### config.mk
export PLATFORM = sky130hd
export DESIGN_NAME = tch_custom_cmd
export DESIGN_NICKNAME = d
export VERILOG_FILES = /design/src/rtl/tch_custom_cmd.v
export VERILOG_INCLUDE_DIRS = /design/src /design/src/rtl
export SDC_FILE = /design/constraint.sdc
export NUM_CORES = 1
export LEC_CHECK = 0
export BUFFER_PORTS_ARGS = -buffer_cell sky130_fd_sc_hd__buf_2
export CAP_MARGIN = 20
export CELL_PAD_IN_SITES_DETAIL_PLACEMENT = 0
export CELL_PAD_IN_SITES_GLOBAL_PLACEMENT = 1
export CORE_AREA = 2 2 180 217
export CTS_CLUSTER_DIAMETER = 100
export DETAILED_ROUTE_END_ITERATION = 8
export DIE_AREA = 0 0 182 219
export GPL_TIMING_DRIVEN = 1
export PLACE_DENSITY_LB_ADDON = 0.05
export SLEW_MARGIN = 40
export SYNTH_ARGS = -nofsm -noshare
export SYNTH_HDL_FRONTEND = slang
export SYNTH_SLANG_ARGS = --single-unit
### constraint.sdc
create_clock -name pclk -period 3 [get_ports pclk]
set_input_delay 0.45 -clock pclk [delete_from_list [all_inputs] [get_ports pclk]]
set_output_delay 0.45 -clock pclk [all_outputs]
set_load 0.005 [all_outputs]
### src/rtl/tch_defs.vh
// tch_defs.vh: offsets, field positions, codes and timing of the custom command handler
// assumes inclusion by bare name from the handler source
`ifndef TCH_DEFS_VH
`define TCH_DEFS_VH

// ---------------------------------------------------------------
// apb byte offsets
// ---------------------------------------------------------------
`define TCH_OFS_CMD      8'h00
`define TCH_OFS_ARG_LO   8'h04
`define TCH_OFS_ARG_HI   8'h08
`define TCH_OFS_STATUS   8'h0c
`define TCH_OFS_LOGMODE  8'h10
`define TCH_OFS_LIM_LO   8'h14
`define TCH_OFS_MISC     8'h18
`define TCH_OFS_START    8'h1c
`define TCH_OFS_DLYAPP   8'h20

// ---------------------------------------------------------------
// command codes
// ---------------------------------------------------------------
`define TCH_PREFIX       8'he0
`define TCH_CMD_SET_PW   8'ha0
`define TCH_CMD_SET_MODE 8'ha1
`define TCH_CMD_SET_LIM  8'ha2
`define TCH_CMD_GET_SET  8'ha3

// ---------------------------------------------------------------
// error codes
// ---------------------------------------------------------------
`define TCH_ERR_OTHER    8'h00
`define TCH_ERR_OVERRUN  8'h03
`define TCH_ERR_LOCKED   8'h04
`define TCH_ERR_POWER    8'h0b
`define TCH_ERR_PASSWD   8'ha0
`define TCH_ERR_BATT     8'ha2
`define TCH_ERR_ACTIVE   8'ha3
`define TCH_ERR_BUSY     8'ha6

// ---------------------------------------------------------------
// password levels (level bits 1:0)
// ---------------------------------------------------------------
`define TCH_LVL_NONE     2'h0
`define TCH_LVL_SYS      2'h1
`define TCH_LVL_APP      2'h2
`define TCH_LVL_MEAS     2'h3

// ---------------------------------------------------------------
// log mode field positions
// ---------------------------------------------------------------
`define TCH_LM_FORM_HI   23
`define TCH_LM_FORM_LO   21
`define TCH_LM_RULE      20
`define TCH_LM_EXT1      19
`define TCH_LM_EXT2      18
`define TCH_LM_TEMP      17
`define TCH_LM_BATT      16
`define TCH_LM_IVL_HI    15
`define TCH_LM_IVL_LO    1

// ---------------------------------------------------------------
// status register bits
// ---------------------------------------------------------------
`define TCH_ST_BUSY      0
`define TCH_ST_DONE      1
`define TCH_ST_HDR       2

// ---------------------------------------------------------------
// reset values and timing
// ---------------------------------------------------------------
`define TCH_RST_PW       32'h00000000
`define TCH_RST_MODE     24'h000000
`define TCH_RST_LIM      40'h0000000000
`define TCH_T_REPLY_MS   20
`define TCH_CLK_KHZ      200000

`endif

### src/rtl/tch_custom_cmd.v
// tch_custom_cmd.v: custom command interpreter with apb register access
// assumes the air front end writes decoded commands over apb and sends replies
//
// Design decisions made here: the placing of the registers and the APB interface to the registers.
`include "tch_defs.vh"
`timescale 1ns/1ps
`default_nettype none

module tch_custom_cmd #(
  parameter integer   CW        = 22,
  parameter [CW-1:0]  REPLY_CYC = `TCH_T_REPLY_MS * `TCH_CLK_KHZ
) (
  input  wire         pclk,
  input  wire         presetn,
  input  wire         psel,
  input  wire         penable,
  input  wire         pwrite,
  input  wire [7:0]   paddr,
  input  wire [31:0]  pwdata,
  output reg  [31:0]  prdata,
  output wire         pready,
  output reg          pslverr,
  input  wire         rtc_active,
  input  wire         passive_mode,
  input  wire         supply_low,
  input  wire         battery_present,
  input  wire         spi_holds_ee,
  input  wire         meas_holds_ee,
  input  wire [2:0]   area_open,
  input  wire [2:0]   pw_lock,
  input  wire [31:0]  start_time,
  input  wire [15:0]  delay_word,
  input  wire [15:0]  app_word,
  output reg          ee_wr_req,
  output reg  [1:0]   ee_wr_sel,
  output reg  [39:0]  ee_wr_data,
  input  wire         ee_wr_ack,
  input  wire         ee_overrun,
  output reg          reply_valid,
  output reg          reply_hdr,
  output reg  [7:0]   reply_err
);

  // ---------------------------------------------------------------
  // state encoding
  // ---------------------------------------------------------------
  localparam [2:0] ST_IDLE = 3'b001;
  localparam [2:0] ST_EVAL = 3'b010;
  localparam [2:0] ST_WR   = 3'b100;

  reg  [2:0]    state_reg;
  reg  [7:0]    code_reg;
  reg  [7:0]    level_reg;
  reg  [31:0]   arg_lo_reg;
  reg  [7:0]    arg_hi_reg;
  reg           done_reg;
  reg  [31:0]   pw_sys_reg;
  reg  [31:0]   pw_app_reg;
  reg  [31:0]   pw_meas_reg;
  reg  [23:0]   mode_reg;
  reg  [39:0]   lim_reg;
  reg  [CW-1:0] tmr_reg;

  // ---------------------------------------------------------------
  // apb decode
  // ---------------------------------------------------------------
  wire acc   = psel & penable;
  wire wr    = acc & pwrite;
  wire busy  = ~state_reg[0];
  wire go    = wr & (paddr == `TCH_OFS_CMD) & ~busy;
  wire clr_done = wr & (paddr == `TCH_OFS_STATUS) & pwdata[`TCH_ST_DONE];

  assign pready = 1'b1;

  // ---------------------------------------------------------------
  // protection view of the three areas
  // ---------------------------------------------------------------
  wire [2:0] prot;
  assign prot[0] = |pw_sys_reg;
  assign prot[1] = |pw_app_reg;
  assign prot[2] = |pw_meas_reg;

  wire [1:0] lvl = level_reg[1:0];
  wire       sys_wr = area_open[0] | ~prot[0];
  reg  [2:0] lvl_hot;

  always @* begin
    case (lvl)
      `TCH_LVL_SYS:  lvl_hot = 3'b001;
      `TCH_LVL_APP:  lvl_hot = 3'b010;
      `TCH_LVL_MEAS: lvl_hot = 3'b100;
      default:       lvl_hot = 3'b000;
    endcase
  end

  // area of the password: open if opened or unprotected
  wire own_open = |(lvl_hot & (area_open | ~prot));

  // ---------------------------------------------------------------
  // error selection, most specific cause first
  // ---------------------------------------------------------------
  wire is_pw   = (code_reg == `TCH_CMD_SET_PW);
  wire is_mode = (code_reg == `TCH_CMD_SET_MODE);
  wire is_lim  = (code_reg == `TCH_CMD_SET_LIM);
  wire is_get  = (code_reg == `TCH_CMD_GET_SET);
  wire is_wr   = is_pw | is_mode | is_lim;

  reg       ev_err;
  reg [7:0] ev_code;

  always @* begin
    ev_err  = 1'b1;
    ev_code = `TCH_ERR_OTHER;
    if (!(is_wr | is_get)) begin
      ev_code = `TCH_ERR_OTHER;
    end else if (is_wr & (spi_holds_ee | meas_holds_ee)) begin
      ev_code = `TCH_ERR_BUSY;
    end else if ((is_mode | is_lim) & rtc_active) begin
      ev_code = `TCH_ERR_ACTIVE;
    end else if (is_wr & passive_mode & supply_low) begin
      ev_code = `TCH_ERR_POWER;
    end else if (is_mode & arg_lo_reg[`TCH_LM_BATT] &
                 passive_mode & ~battery_present) begin
      ev_code = `TCH_ERR_BATT;
    end else if (is_pw & (lvl == `TCH_LVL_NONE)) begin
      ev_code = `TCH_ERR_OTHER;
    end else if (is_pw & |(lvl_hot & pw_lock)) begin
      ev_code = `TCH_ERR_LOCKED;
    end else if (is_pw & ~sys_wr & (lvl == `TCH_LVL_SYS)) begin
      ev_code = `TCH_ERR_PASSWD;
    end else if (is_pw & ~sys_wr & ~own_open) begin
      ev_code = `TCH_ERR_PASSWD;
    end else begin
      ev_err  = 1'b0;
    end
  end

  // ---------------------------------------------------------------
  // command engine
  // ---------------------------------------------------------------
  // the eeprom write is done before the stored copy changes, so a
  // failed or late write never disturbs the live settings
  wire expired = (tmr_reg == REPLY_CYC - {{(CW-1){1'b0}}, 1'b1});

  always @(posedge pclk or negedge presetn) begin
    if (!presetn) begin
      state_reg   <= ST_IDLE;
      code_reg    <= 8'h00;
      level_reg   <= 8'h00;
      arg_lo_reg  <= 32'h00000000;
      arg_hi_reg  <= 8'h00;
      done_reg    <= 1'b0;
      pw_sys_reg  <= `TCH_RST_PW;
      pw_app_reg  <= `TCH_RST_PW;
      pw_meas_reg <= `TCH_RST_PW;
      mode_reg    <= `TCH_RST_MODE;
      lim_reg     <= `TCH_RST_LIM;
      tmr_reg     <= {CW{1'b0}};
      ee_wr_req   <= 1'b0;
      ee_wr_sel   <= 2'h0;
      ee_wr_data  <= 40'h0000000000;
      reply_valid <= 1'b0;
      reply_hdr   <= 1'b0;
      reply_err   <= 8'h00;
    end else begin
      reply_valid <= 1'b0;
      if (wr & ~busy & (paddr == `TCH_OFS_ARG_LO)) begin
        arg_lo_reg <= pwdata;
      end
      if (wr & ~busy & (paddr == `TCH_OFS_ARG_HI)) begin
        arg_hi_reg <= pwdata[7:0];
      end
      if (clr_done) begin
        done_reg <= 1'b0;
      end
      case (state_reg)
        ST_IDLE: begin
          tmr_reg <= {CW{1'b0}};
          if (go) begin
            code_reg  <= pwdata[7:0];
            level_reg <= pwdata[15:8];
            state_reg <= ST_EVAL;
          end
        end
        ST_EVAL: begin
          if (ev_err | is_get) begin
            reply_valid <= 1'b1;
            reply_hdr   <= ev_err;
            reply_err   <= ev_err ? ev_code : 8'h00;
            done_reg    <= 1'b1;
            state_reg   <= ST_IDLE;
          end else begin
            ee_wr_req <= 1'b1;
            ee_wr_sel <= is_pw ? {1'b0, 1'b0} : (is_mode ? 2'h1 : 2'h2);
            if (is_pw) begin
              ee_wr_data <= {6'h00, lvl, arg_lo_reg};
            end else if (is_mode) begin
              ee_wr_data <= {16'h0000, arg_lo_reg[23:1], 1'b0};
            end else begin
              ee_wr_data <= {arg_hi_reg, arg_lo_reg};
            end
            state_reg <= ST_WR;
          end
        end
        ST_WR: begin
          tmr_reg <= tmr_reg + {{(CW-1){1'b0}}, 1'b1};
          if (ee_wr_ack) begin
            ee_wr_req   <= 1'b0;
            reply_valid <= 1'b1;
            done_reg    <= 1'b1;
            state_reg   <= ST_IDLE;
            if (ee_overrun) begin
              reply_hdr <= 1'b1;
              reply_err <= `TCH_ERR_OVERRUN;
            end else begin
              reply_hdr <= 1'b0;
              reply_err <= 8'h00;
              if (is_pw) begin
                case (lvl)
                  `TCH_LVL_SYS:  pw_sys_reg  <= arg_lo_reg;
                  `TCH_LVL_APP:  pw_app_reg  <= arg_lo_reg;
                  `TCH_LVL_MEAS: pw_meas_reg <= arg_lo_reg;
                  default:       pw_sys_reg  <= pw_sys_reg;
                endcase
              end else if (is_mode) begin
                mode_reg <= {arg_lo_reg[23:1], 1'b0};
              end else begin
                lim_reg <= {arg_hi_reg, arg_lo_reg};
              end
            end
          end else if (expired) begin
            // give up so the reader always hears back in time
            ee_wr_req   <= 1'b0;
            reply_valid <= 1'b1;
            reply_hdr   <= 1'b1;
            reply_err   <= `TCH_ERR_OTHER;
            done_reg    <= 1'b1;
            state_reg   <= ST_IDLE;
          end
        end
        default: begin
          state_reg <= ST_IDLE;
          ee_wr_req <= 1'b0;
        end
      endcase
    end
  end

  // ---------------------------------------------------------------
  // read-back words
  // ---------------------------------------------------------------
  // log mode byte: form, rule, ext1, ext2, low bits reserved
  wire [7:0]  mode_byte = {mode_reg[23:21], mode_reg[20], mode_reg[19],
                           mode_reg[18], 2'b00};
  wire [15:0] ivl_word  = {mode_reg[15:1], 1'b0};
  wire [15:0] dly_word  = {delay_word[15:4], 2'b00, delay_word[1:0]};
  wire [15:0] appd_word = {app_word[15:7], 4'h0, app_word[2:0]};

  always @* begin
    prdata  = 32'h00000000;
    pslverr = 1'b0;
    if (acc & ~pwrite) begin
      case (paddr)
        `TCH_OFS_CMD:     prdata = {16'h0000, level_reg, code_reg};
        `TCH_OFS_ARG_LO:  prdata = arg_lo_reg;
        `TCH_OFS_ARG_HI:  prdata = {24'h000000, arg_hi_reg};
        `TCH_OFS_STATUS:  prdata = {16'h0000, reply_err, 5'h00,
                                    reply_hdr, done_reg, busy};
        `TCH_OFS_LOGMODE: prdata = {8'h00, mode_reg};
        `TCH_OFS_LIM_LO:  prdata = lim_reg[31:0];
        `TCH_OFS_MISC:    prdata = {lim_reg[39:32], mode_byte, ivl_word};
        `TCH_OFS_START:   prdata = start_time;
        `TCH_OFS_DLYAPP:  prdata = {dly_word, appd_word};
        default:          pslverr = 1'b1;
      endcase
    end else if (acc & pwrite) begin
      case (paddr)
        `TCH_OFS_CMD,
        `TCH_OFS_ARG_LO,
        `TCH_OFS_ARG_HI,
        `TCH_OFS_STATUS:  pslverr = 1'b0;
        default:          pslverr = 1'b1;
      endcase
    end
  end

endmodule // tch_custom_cmd

`default_nettype wire

==> flow_summary_export.csv <==
group,metric,value,unit
synthesis,synth-main-ff-cell,"dfrtp_1",
cts,htree_levels,2,
place,io_buffers,200,
cts,clockRootBuffer,"clkbuf_16",
cts,cts_resized,0,
routing,wl,41890,um
timing,final-hold-violation-count,0,
final_layout,final_area,16110,um2
global_routing,grt_pass1_vias,10090,
synthesis,avgSynthCellArea,12.75,um2
cts,cts_setup_buffers,0,
synthesis,ys_ff_latch,291,
timing,worst_pin_slew,0.6812,ns
timing,slew_headroom,54.59,%
routing,viasPerCell,5.464,
routing,vias,9584,
timing,fin_worst_skew,0.01742,ns
synthesis,async_flop_share,100.0,%
place,place.gp.congestion,0.8044,
global_routing,antenna_found_initial,1,
routing,drc,0,
setup_path,critPathMaxFanout,16,
synthesis,synth_top_area_cell,"dfrtp_1",
cts,numCtsBuffers,34,
timing,fin_crit_sh,93.46,%
timing,final_max_slew_viol_count,0,
global_routing,grt_max_degree,72,
setup_path,arrival,2.35,ns
cts,clkTransAtPathRegs,0.06,ns
routing,drt_first_pass_iters,7,
setup_path,r2r_end,"ee_wr_data[18]",
place,dp_hpwl,29460,um
die,core_area,37670,um2
hold_path,whs_endpoint,"arg_lo_reg[20]",
synthesis,seq_area_frac_synth,55.80,%
routing,met2_length,20520,um
setup_path,crit_path_start_kind,"input port",
power_and_ir_drop,pwr_density_cell,533.6,nW/um2
final_layout,synthToLayoutAreaGrowth,23.40,%
global_routing,grt_pass1_wl,63690,um
timing,setup_viol,0,
hold_path,worstHoldPathCells,2,
timing,fin_crit,2.804,ns
synthesis,synth_commonest_cells,"dfrtp_1 (290), mux2_2 (242), nand2_1 (61)",
setup_path,rr_worst_depth,8,
die,initial_core_util,34.65,%
routing,met3_length,1747,um
synthesis,yosysUniqueCellTypes,70,
routing,drt-initial-drc-count,667,
synthesis,yosys_warnings,0,
power_and_ir_drop,peakVddDrop,0.3223,mV
setup_path,end_kind,"output pin",
die,die_w,182,um
synthesis,synth_area_leaders,"dfrtp_1 (56%), mux2_2 (21%), a22oi_1 (2.7%)",
place,placed_cell_area,14910,um2
final_layout,antennaDiodeCount,0,
routing,drtAntennaViolNets,0,
cts,cts.sinks,291,
synthesis,yosys.cell_count.top_type,"dfrtp_1",
setup_path,ff2ff_setup_slack,0.24,ns
cts,clock_path_buffers,3,
routing,routed.top_layer,"met5",
synthesis,synth_top_area_share,55.60,%
cts,cts_tree,"done",
setup_path,critical_path_class,"in2out",
final_layout,fin_nets,1372,
setup_path,rr_startpoint,"level_reg[0]",
timing,timing.fmax,356.7,MHz
routing,wl_per_cell,23.88,um
hold_path,hp-class,"in2reg",
final_layout,drive_gt1_share,44.74,%
die,rows,78,
die,dieArea,39860,um2
job,maxCapViolations,0,
die,die_h,219,um
global_routing,grt.total_usage,21.25,%
routing,drt-met1-wl,18680,um
die,top_level_ports,210,
timing,rsz0062_at_grt,"false",
setup_path,required,2.55,ns
global_routing,grt_remaining_overflow,0,
timing,tns,0,ns
synthesis,synth.cell_area,13050,um2
synthesis,netlist_instances,1024,
run_status,outcome,"completed",
hold_path,hp-start,"pwdata[20]",
cts,clock_latency,0.52,ns
synthesis,synth_edf_count,0,
power_and_ir_drop,leakage,7.824,nW
## critical path, stage by stage
cell     delay [ns]
buf_2          0.10
or3_4          0.43
nor2_4         0.11
and4b_1        0.22
a21oi_1        0.04
or3_1          0.38
buf_4          0.24
a31oi_1        0.22
buf_2          0.15
## how the worst max path moves through the flow
stage / end / slack [ns] / from / depth (start not counted)
after floorplan: prdata[30] / 0.48 / paddr[1] / 9
after global placement: prdata[26] / 0.20 / paddr[1] / 9
after detailed placement: prdata[27] / 0.18 / paddr[1] / 9
after CTS: prdata[3] / 0.18 / paddr[1] / 9
after global routing: prdata[24] / 0.08 / paddr[1] / 9
final: prdata[24] / 0.20 / paddr[1] / 9
## what timing repair did
action | CTS | global route
hold endpoints to repair | 56 | 0
hold buffers | 1 | 0
setup endpoints to repair | 0 | 0
## stage by stage
stage	total power, mW	std cells	hold WS [ns]	setup slack, ns	utilization [%]
final	8.594	1754	0.1661	0.1963	42.75
after global routing	8.929	1754	0.1523	0.08490	42.75
after CTS	8.748	1754	0.1404	0.1820	42.75
after detailed placement	4.322	1691	0.4635	0.1822	39.57
after global placement	4.321	1691	0.4561	0.2011	39.57
after floorplan	4.083	1025	0.1544	0.4809	-
## where the power goes
part / switching [mW] / internal, mW / total [mW] / leakage (nW)
registers: 0.0316 / 3.94 / 3.97 / 3.95
logic: 0.174 / 0.0976 / 0.272 / 3.28
clock network: 1.66 / 2.69 / 4.35 / 0.588
## cell families (layout without fill, tap and decap cells)
logic type	Yosys count	in the layout	share of synthesized area (%)
AOI/OAI and AO/OA	179	179	9.798
xor gates and xnor gates	2	2	0.1342
adders and majority gates	1	1	0.09585
buffers and inverters	88	337	3.068
DFF	291	291	55.80
muxes	266	266	22.73
other	2	3	0.05754
and+or+nand+nor	195	195	8.312
## cell type report
class	count	area, um2
inverter	22	82.58
fill	3597	21570
timing repair buffer	253	1549
sequential	291	7283
tap	480	600.6
multi-input combinational	646	5403
clock buffer	56	1107
clock inverter	6	80.08
## cells in the final DEF (no fill, tap or decap), types with 4 or more instances in the layout
cell type,Yosys,final
dfrtp_1,290,290
mux2_2,242,242
buf_2,22,199
nand2_1,61,61
a22oi_1,47,47
buf_4,7,41
clkbuf_16,0,37
o21ai_0,30,30
a31oi_1,27,27
nor4_1,26,26
nor2_1,26,23
mux2i_1,23,23
inv_1,22,22
a222oi_1,22,22
nand3_1,19,19
a21oi_1,17,17
nand4_1,16,16
clkbuf_8,0,11
buf_12,0,11
clkbuf_1,29,8
nor3_1,8,7
and2_1,5,5
o31ai_1,5,5
a22o_1,4,4
clkinv_2,0,4
## metal layers
layer / vias up / track usage [%]
li1: 4298 / -
met1: 4960 / 28.30
met2: 260 / 36.35
met3: 64 / 3.020
met4: 2 / 5.780
met5: - / 0
(Power assumes the default switching activity.)
